File: config.mk
export PLATFORM = sky130hd
export DESIGN_NAME = asc_host
export DESIGN_NICKNAME = d
export VERILOG_FILES = /design/src/common/asc_pkg.sv /design/src/common/asc_tick_if.sv /design/src/verilog/asc_timer.sv /design/src/verilog/asc_host.sv
export SDC_FILE = /design/constraint.sdc
export NUM_CORES = 1
export LEC_CHECK = 0
export BUFFER_PORTS_ARGS = -buffer_cell sky130_fd_sc_hd__buf_2
export CORE_MARGIN = 3
export CORE_UTILIZATION = 50
export CTS_BUF_LIST = sky130_fd_sc_hd__clkbuf_4 sky130_fd_sc_hd__clkbuf_8
export CTS_CLUSTER_DIAMETER = 50
export DETAILED_ROUTE_END_ITERATION = 12
export PLACE_DENSITY_LB_ADDON = 0.25
export SKIP_LAST_GASP = 1
export SYNTH_ARGS = -nofsm -noshare
export SYNTH_HDL_FRONTEND = slang
export SYNTH_SLANG_ARGS = --single-unit
export TNS_END_PERCENT = 100
File: constraint.sdc
create_clock -name CLK -period 3 [get_ports CLK]
set_clock_uncertainty 0.15 [all_clocks]
set_input_delay 0.15 -clock CLK [delete_from_list [all_inputs] [get_ports CLK]]
set_output_delay 0.15 -clock CLK [all_outputs]
set_load 0.1 [all_outputs]
File: src/common/asc_pkg.sv
// Package of constants for the asynchronous SRAM host controller.
// Assumes a single 50 MHz clock; all pin timings are counted in whole cycles.
package asc_pkg;
    // ----------------------------------------
    // Array shape
    // ----------------------------------------
    localparam int ADDR_W = 15;
    localparam int DATA_W = 8;
    // ----------------------------------------
    // Timing, in ns, and derived cycle counts
    // ----------------------------------------
    localparam int CLK_PERIOD_NS = 20;
    localparam int ACCESS_NS = 35;
    localparam int WRITE_PULSE_NS = 25;
    localparam int DATA_SETUP_NS = 15;
    localparam int OUT_OFF_NS = 15;
    localparam int ACCESS_CYC = (ACCESS_NS + CLK_PERIOD_NS - 1) / CLK_PERIOD_NS;
    localparam int WRITE_CYC = (WRITE_PULSE_NS + CLK_PERIOD_NS - 1) / CLK_PERIOD_NS;
    localparam int SETUP_CYC = (DATA_SETUP_NS + CLK_PERIOD_NS - 1) / CLK_PERIOD_NS;
    localparam int OFF_CYC = (OUT_OFF_NS + CLK_PERIOD_NS - 1) / CLK_PERIOD_NS;
    localparam int CNT_W = 4;
    localparam logic [CNT_W-1:0] CNT_ZERO = 4'h0;
    localparam logic [CNT_W-1:0] CNT_ONE = 4'h1;
    // ----------------------------------------
    // Sequencer states
    // ----------------------------------------
    typedef enum logic [2:0] {
        ASC_IDLE,
        ASC_RD_SEL,
        ASC_RD_WAIT,
        ASC_WR_SEL,
        ASC_WR_PULSE,
        ASC_RECOVER
    } asc_state_e;
endpackage : asc_pkg

File: src/common/asc_tick_if.sv
// Interface between the sequencer and its cycle timer.
// Assumes both ends share the one clock of the controller.
`timescale 1ns/100ps
interface asc_tick_if;
    logic load;
    logic [asc_pkg::CNT_W-1:0] count;
    logic done;
    modport master (output load, output count, input done);
    modport timer (input load, input count, output done);
endinterface : asc_tick_if

File: src/verilog/asc_timer.sv
// Down-counting cycle timer for the SRAM sequencer.
// Load may be high on consecutive cycles, the last count loaded wins; done stays high while the count is zero.
`timescale 1ns/100ps
module asc_timer (
    // Clock and reset
    input wire logic CLK,
    input wire logic RST_B,
    // Sequencer side
    asc_tick_if.timer tk
);
    logic [asc_pkg::CNT_W-1:0] cnt_r;
    logic [asc_pkg::CNT_W-1:0] cnt_nxt;
    assign cnt_nxt = tk.load ? tk.count : (cnt_r == asc_pkg::CNT_ZERO ? cnt_r : cnt_r - asc_pkg::CNT_ONE);
    // Done must not look at load: the sequencer decodes load from done.
    assign tk.done = (cnt_r == asc_pkg::CNT_ZERO);
    always_ff @(posedge CLK or negedge RST_B) begin
        if (!RST_B) begin
            cnt_r <= asc_pkg::CNT_ZERO;
        end else begin
            cnt_r <= cnt_nxt;
        end
    end
endmodule : asc_timer

File: src/verilog/asc_host.sv
// Host controller for an asynchronous 32K x 8 static RAM.
// Assumes the RAM pins are wired straight to the ports and pin inputs are synchronous to CLK.
`timescale 1ns/100ps
// Summary of operation
// - Host times setup to last strobe active, hold from first inactive.
// - Host keeps select or strobe inactive while address lines change.
// - Host keeps write strobe high throughout every read.
// - Host makes address valid no later than select going active.
// - Read: address, select and output gate low, strobe high, data appears.
module asc_host #(
    parameter int ADDR_W = asc_pkg::ADDR_W,
    parameter int DATA_W = asc_pkg::DATA_W
) (
    // Clock and reset
    input wire logic CLK,
    input wire logic RST_B,
    // User request port
    input wire logic REQ_VALID,
    output logic REQ_READY,
    input wire logic REQ_WRITE,
    input wire logic [ADDR_W-1:0] REQ_ADDR,
    input wire logic [DATA_W-1:0] REQ_WDATA,
    // User answer port
    output logic RSP_VALID,
    output logic [DATA_W-1:0] RSP_RDATA,
    // RAM pins
    output logic [ADDR_W-1:0] WORD_SELECT_LINES,
    output logic CHIP_SEL_B,
    output logic WRITE_STROBE_B,
    output logic OUT_GATE_B,
    input wire logic [DATA_W-1:0] SHARED_DATA_PINS_I,
    output logic [DATA_W-1:0] SHARED_DATA_PINS_O,
    output logic SHARED_DATA_PINS_OE
);
    // ----------------------------------------
    // Timer
    // ----------------------------------------
    asc_tick_if tk ();
    asc_timer u_timer (
        .CLK(CLK),
        .RST_B(RST_B),
        .tk(tk)
    );
    // ----------------------------------------
    // Sequencer
    // ----------------------------------------
    asc_pkg::asc_state_e state_r;
    asc_pkg::asc_state_e state_nxt;
    logic [ADDR_W-1:0] addr_r;
    logic [DATA_W-1:0] wdata_r;
    logic [DATA_W-1:0] rdata_r;
    logic cs_b_r;
    logic we_b_r;
    logic oe_b_r;
    logic doe_r;
    logic rsp_r;
    logic take;
    logic rd_done;
    logic [asc_pkg::CNT_W-1:0] load_cnt;

    assign REQ_READY = (state_r == asc_pkg::ASC_IDLE);
    assign take = REQ_VALID && REQ_READY;
    assign rd_done = (state_r == asc_pkg::ASC_RD_WAIT) && tk.done;

    // Timer load on each state entry that waits.
    assign tk.load = take || (state_r == asc_pkg::ASC_RD_SEL) || (state_r == asc_pkg::ASC_WR_SEL)
        || rd_done || ((state_r == asc_pkg::ASC_WR_PULSE) && tk.done);
    assign load_cnt = (state_r == asc_pkg::ASC_WR_SEL) ? asc_pkg::CNT_W'(asc_pkg::WRITE_CYC - 1)
        : (state_r == asc_pkg::ASC_RD_SEL) ? asc_pkg::CNT_W'(asc_pkg::ACCESS_CYC)
        : (rd_done ? asc_pkg::CNT_W'(asc_pkg::OFF_CYC - 1) : asc_pkg::CNT_ZERO);
    assign tk.count = load_cnt;

    always_comb begin
        state_nxt = state_r;
        case (state_r)
            asc_pkg::ASC_IDLE: begin
                if (take) begin
                    state_nxt = REQ_WRITE ? asc_pkg::ASC_WR_SEL : asc_pkg::ASC_RD_SEL;
                end
            end
            asc_pkg::ASC_RD_SEL: begin
                state_nxt = asc_pkg::ASC_RD_WAIT;
            end
            asc_pkg::ASC_RD_WAIT: begin
                if (tk.done) begin
                    state_nxt = asc_pkg::ASC_RECOVER;
                end
            end
            asc_pkg::ASC_WR_SEL: begin
                state_nxt = asc_pkg::ASC_WR_PULSE;
            end
            asc_pkg::ASC_WR_PULSE: begin
                if (tk.done) begin
                    state_nxt = asc_pkg::ASC_RECOVER;
                end
            end
            asc_pkg::ASC_RECOVER: begin
                if (tk.done) begin
                    state_nxt = asc_pkg::ASC_IDLE;
                end
            end
            default: begin
                state_nxt = asc_pkg::ASC_IDLE;
            end
        endcase
    end

    // ----------------------------------------
    // Pin drivers
    // ----------------------------------------
    // Address and data are latched on the same edge on which select and the write strobe or output gate go active.
    always_ff @(posedge CLK or negedge RST_B) begin
        if (!RST_B) begin
            addr_r <= '0;
            wdata_r <= '0;
        end else if (take) begin
            addr_r <= REQ_ADDR;
            wdata_r <= REQ_WDATA;
        end
    end

    always_ff @(posedge CLK or negedge RST_B) begin
        if (!RST_B) begin
            state_r <= asc_pkg::ASC_IDLE;
            cs_b_r <= 1'b1;
            we_b_r <= 1'b1;
            oe_b_r <= 1'b1;
            doe_r <= 1'b0;
        end else begin
            state_r <= state_nxt;
            // Select asserts on the same edge that latches the address; drops before it changes.
            cs_b_r <= !(state_nxt == asc_pkg::ASC_RD_WAIT || state_nxt == asc_pkg::ASC_WR_PULSE
                || state_nxt == asc_pkg::ASC_RD_SEL || state_nxt == asc_pkg::ASC_WR_SEL);
            // Strobe falls with select so the RAM never drives; it rises with select at the end.
            we_b_r <= !(state_nxt == asc_pkg::ASC_WR_SEL || state_nxt == asc_pkg::ASC_WR_PULSE);
            oe_b_r <= !(state_nxt == asc_pkg::ASC_RD_SEL || state_nxt == asc_pkg::ASC_RD_WAIT);
            // Host drives the bus only while the strobe holds the RAM outputs off.
            doe_r <= (state_nxt == asc_pkg::ASC_WR_SEL || state_nxt == asc_pkg::ASC_WR_PULSE);
        end
    end

    // Read data is sampled at the end of the access wait, before select is dropped.
    always_ff @(posedge CLK or negedge RST_B) begin
        if (!RST_B) begin
            rdata_r <= '0;
            rsp_r <= 1'b0;
        end else begin
            rsp_r <= rd_done || ((state_r == asc_pkg::ASC_WR_PULSE) && tk.done);
            if (rd_done) begin
                rdata_r <= SHARED_DATA_PINS_I;
            end
        end
    end

    assign WORD_SELECT_LINES = addr_r;
    assign CHIP_SEL_B = cs_b_r;
    assign WRITE_STROBE_B = we_b_r;
    assign OUT_GATE_B = oe_b_r;
    assign SHARED_DATA_PINS_O = wdata_r;
    assign SHARED_DATA_PINS_OE = doe_r;
    assign RSP_VALID = rsp_r;
    assign RSP_RDATA = rdata_r;
endmodule : asc_host

# --- Word-level counts from Yosys, hierarchy flattened ---
# Index checks and enable logic that the tools add are counted.
word_totals:
  register_bits: 43
op_classes:
  n_addsub: 1
  n_eq_ne: 10
  muxes: 9
  n_reduce_logical: 19
op_table:
  columns: ["operator", "n"]
  rows:
  - ["3-bit case mux with 5 select lines", 1]
  - ["3-bit by 2-bit == test with 1-bit output, second input constant", 4]
  - ["1-bit logical OR", 10]
  - ["3-bit == test, second input constant", 3]
  - ["3-bit two-way mux", 3]
  - ["4-bit two-way mux", 2]
  - ["3-bit by 1-bit == test with 1-bit output, second input constant", 2]
  - ["2-bit two-way mux", 3]
  - ["4-bit logical NOT", 1]
  - ["4-bit by 1-bit subtractor with 4-bit output, second input constant", 1]
  - ["1-bit logical AND", 3]
  - ["1-bit logical NOT", 3]
  - ["3-bit logical NOT", 1]
  - ["2-bit by 1-bit != test with 1-bit output, second input constant", 1]
  - ["2-bit OR reduction", 1]

# --- Logic depth before layout (Yosys ltp) ---
logic_depth:
  word_depth: 9
  mapped_depth: 7
  depth_no_buf: 6

# --- Modules after synthesis ---
# From an unflattened synthesis, not the netlist that was laid out.
unflattened:
  cells_unflattened: 135
  hier_area_um2: 1934.4
modules_own_cells:
  columns: ["mod", "n_inst", "cells_each", "area_per_inst_um2", "seq_area_each_um2"]
  rows:
  - ["asc_host", 1, 113, 1700.4, 979.7]
  - ["asc_timer", 1, 22, 234.0, 100.1]

# --- Least setup slack after synthesis ---
# OpenSTA, ideal clock, no wires.
synth_timing:
  path_kind: "flip-flop to output port"
  from: "reg state_r[0]"
  to: "out REQ_READY"
  arrival_ns: 2.845
  t_required_ns: 2.700
  slack_ns: -0.145
  stages_incl_launch_ff: 4
  path_cell_list: "dfrtp_1 -> clkbuf_1 -> buf_1 -> nor3_1"
synth_via:
  elab_chain_cells: 1
synth_rtl:
  columns: ["element", "line_no", "rtl"]
  rows:
  - ["from (decl)", "asc_host.sv:47", "asc_pkg::asc_state_e state_r;"]
  - ["from (signal assigned)", "asc_host.sv:124", "state_r <= asc_pkg::ASC_IDLE;"]
  - ["from (signal assigned)", "asc_host.sv:130", "state_r <= state_nxt;"]
  - ["3-bit logical NOT", "asc_host.sv:61", "assign REQ_READY = (state_r == asc_pkg::ASC_IDLE);"]
  - ["to (decl)", "asc_host.sv:19", "output logic REQ_READY,"]
# No other way between the ends.

# --- Worst setup path after layout ---
layout_timing:
  from: "reg u_timer.cnt_r[0] in the netlist's numbering"
  to: "reg rdata_r[6], in the netlist RSP_RDATA[6]"
layout_via:
  elab_chain_cells: 2
layout_rtl:
  columns: ["element", "line_no", "rtl"]
  rows:
  - ["from (decl)", "asc_timer.sv:11", "logic [asc_pkg::CNT_W-1:0] cnt_r;"]
  - ["from (signal assigned)", "asc_timer.sv:18", "cnt_r <= asc_pkg::CNT_ZERO;"]
  - ["from (signal assigned)", "asc_timer.sv:20", "cnt_r <= cnt_nxt;"]
  - ["4-bit logical NOT", "asc_timer.sv:15", "assign tk.done = (cnt_r == asc_pkg::CNT_ZERO);"]
  - ["1-bit logical AND", "asc_host.sv:63", "assign rd_done = (state_r == asc_pkg::ASC_RD_WAIT) && tk.done;"]
  - ["to (signal assigned)", "asc_host.sv:145", "rdata_r <= '0;"]
  - ["to (signal assigned)", "asc_host.sv:150", "rdata_r <= SHARED_DATA_PINS_I;"]
  - ["to (decl)", "asc_host.sv:51", "logic [DATA_W-1:0] rdata_r;"]
# No other way between the ends.
# A chain may end at the register's enable or synchronous reset.

==> key figures <==
Worst setup path
  • Crit path max fanout: 9
  • Startpoint types: register
  • Buf+Inv Stages, Crit Path: 1
  • Setup CP Type: register to register
  • Slowest CP cell: or3_1
  • CP startpoint: u_timer.cnt_r[0]$_DFFE_PN0P_
  • Crit-path cells: inv_1, ha_1, or3b_1, or3_1, mux2_4
  • Worst endpoint required time: 3030 ps
  • R2R Setup Slk: 470 ps
  • Crit. End Element: register
  • Worst Path Arrival: 2560 ps
  • Top delay family on crit path: simple AND/OR/NAND/NOR gates
  • Worst path max stage delay: 630 ps
  • FF-to-FF Start: u_timer.cnt_r[0]$_DFFE_PN0P_

Yosys
  • Seq/Total Area, Yosys: 0.578
  • XOR/XNOR Fraction of Synth Area: 0.00469
  • Synth Area in Simple Gates: 0.0884
  • Main combinational cell family by area after synthesis: multiplexers
  • Multiplexer share of the synthesized area: 0.203
  • Synth Area in Adders: 0.00669
  • Mapped Avg Cell Area: 13.2 um2
  • Post-synth EDFFs: 0
  • Cell count after synthesis: approximately 140
  • #FFs+latches synth: 43
  • Ys Warns: 0
  • Syn nets: 178
  • Most common flop cell mapped by yosys: dfrtp_1
  • Post-synthesis cell type count: 35
  • Async set-reset flop share out of synthesis: 1.00
  • Mapped Area: roughly 1900 um2
  • Synth Area in Compound Gates: 0.0837

STA
  • Slew Limit Fails: 0
  • Transition time of the tightest slew-check pin: 917 ps
  • RSZ-0062 raised after global routing: no
  • # setup viols final: 0
  • Final period util: 0.844
  • Sum Neg Setup Slack: 0 ps
  • Number of hold violations in the final report: 0
  • Minimum clock period: roughly 2500 ps
  • Fmax: 0.395 GHz
  • Worst slew margin: 0.388

Hold path
  • HP Start: REQ_WRITE
  • Hold crit path type: input port to register

Global route
  • First-pass GRT wire length: about 7.9 mm
  • GRT Total Usage: 0.241
  • Largest net degree at the start of global routing: 44
  • Vias in the first global route: 1,657
  • Initial antenna violation count: 0
  • Total grt overflow: 0

Detailed routing
  • Routed wire per std cell: approximately 17 um
  • Starting DRC count in detailed routing: ~110
  • WL final: 5.04 mm
  • DRT Pass-1 Iters: 4
  • DR DRC count: 0
  • Vias per cell: 5.41
  • Vias: around 1,600
  • Final ANT Viol Nets: 0

Clock network
  • Num CTS Buffers: 5
  • Postcts setup bufs: 0
  • # H-tree levels: 2
  • Clock latency on the worst-skew pair: ~300 ps
  • Clock Path Buffers: 2
  • Clock tree from TritonCTS: built
  • Worst-path clk slew: 80 ps
  • CTS Sinks: between 40 and 50
  • CTS resizes: 0
  • CTS root buffer: clkbuf_8
  • Hold_buf cts: 32

Layout
  • Antenna cells: 0
  • Fin nets: 281
  • Fraction of layout cells with a size suffix above 1: 0.476
  • Area growth syn-to-layout: 42.9%
  • Post-Layout Cell Count: around 300

Outcome
  • Outcome: finished clean

Floorplanning
  • Die X-Extent: 67.1 um
  • Die Span Y: 67.1 um
  • Initial cell density of the core: 0.539
  • Core Area: between 3000 and 4000 um2
  • Ports: 72
  • Num rows: 21
  • Area of the die: 4510 um2

Place
  • Hpwl dp: 2.96 mm
  • Gpl congestion: roughly 0.82
  • Port buffer count: 71
  • Placed Cells: 252

Job
  • Max-cap violations: 0
## synth_stat cells, types with 2 or more instances
cell type / count / area, um2
dfrtp_1: 40 / 1000
mux2_2: 23 / 259
a21oi_1: 8 / 40.0
mux2_4: 8 / 120
nor2_1: 8 / 30.0
inv_1: 7 / 26.3
nor3_1: 6 / 30.0
o21ai_0: 4 / 20.0
buf_2: 3 / 15.0
clkbuf_1: 3 / 11.3
dfstp_2: 3 / 78.8
nand2b_1: 3 / 18.8
o211ai_1: 2 / 15.0
o32a_1: 2 / 20.0
or3_1: 2 / 12.5
## cell type report
cell class | count | area (um2)
well taps | 46 | 57.6
clock inverters | 2 | 12.5
repair buffers | 104 | 683
clock buffers | 6 | 76.3
flip-flops and latches | 43 | 1080
inverters | 7 | 26.3
fillers | 230 | 797
multi-input cells | 84 | 736
## worst register-to-register path, stage by stage (launching register included)
cell     delay, ps
dfrtp_1        430
inv_1          130
ha_1           220
or3b_1         490
or3_1          630
mux2_4         380
## registers in the layout, summed over array words and instances, names as in the netlist
name                 count
state_r                  3
RSP_VALID                1
CHIP_SEL_B               1
OUT_GATE_B               1
RSP_RDATA                8
WORD_SELECT_LINES       15
u_timer.cnt_r            4
SHARED_DATA_PINS_OE      1
WRITE_STROBE_B           1
SHARED_DATA_PINS_O       8
## logic make-up after synthesis
logic type	after synthesis
flip-flops	43
multiplexers	31
AO/OA/AOI/OAI	23
AND/OR/NAND/NOR	28
adder cells (fa/ha/maj)	1
buffers and inverters	15
XOR/XNOR	1
## placed cells by master, fill, tap and decap left out, types with 2 or more instances in the layout
master	instances
a21oi_1	8
buf_2	71
clkbuf_8	5
dfrtp_1	40
dfstp_2	3
dlygate4sd3_1	32
inv_1	7
mux2_2	23
mux2_4	8
nand2b_1	3
nor2_1	8
nor3_1	5
o211ai_1	2
o21ai_0	4
o32a_1	2
or3_1	2
## through the flow
stage / instance area [um2] / setup slack, ps / hold slack (ps) / util
after floorplan: 1870 / 711 / -296 / -
after global placement: 2260 / 596 / 169 / 0.652
after detailed placement: 2260 / 501 / 189 / 0.652
after CTS: 2670 / 490 / 107 / 0.770
after global routing: 2670 / 382 / 167 / 0.770
final: 2670 / 467 / 113 / 0.770
## worst paths after layout
| kind | cells past startpoint | endpoint |
|---|---|---|
| worst max-delay path | 5 | RSP_RDATA[6]$_DFFE_PN0P_ |
| worst min-delay path | 5 | OUT_GATE_B$_DFF_PN1_ |
| worst max register to register | 5 | RSP_RDATA[6]$_DFFE_PN0P_ |
| worst min register to register | 1 | WORD_SELECT_LINES[3]$_DFFE_PN0P_ |
| max in group asynchronous | 2 | u_timer.cnt_r[2]$_DFFE_PN0P_ |
| min in group asynchronous | 2 | WORD_SELECT_LINES[0]$_DFFE_PN0P_ |
## per-layer routing
| metal | up-vias | GRT usage | wire length (um) |
|---|---|---|---|
| met5 | - | 0 | 0 |
| met4 | 0 | 0.0911 | 121 |
| met3 | 14 | 0.0732 | 338 |
| met2 | 68 | 0.439 | 2710 |
| met1 | 779 | 0.261 | 1870 |
| li1 | 718 | - | - |
Power is not shown: default switching activity piles up to over one toggle a cycle in this logic, so the estimate is an artifact.
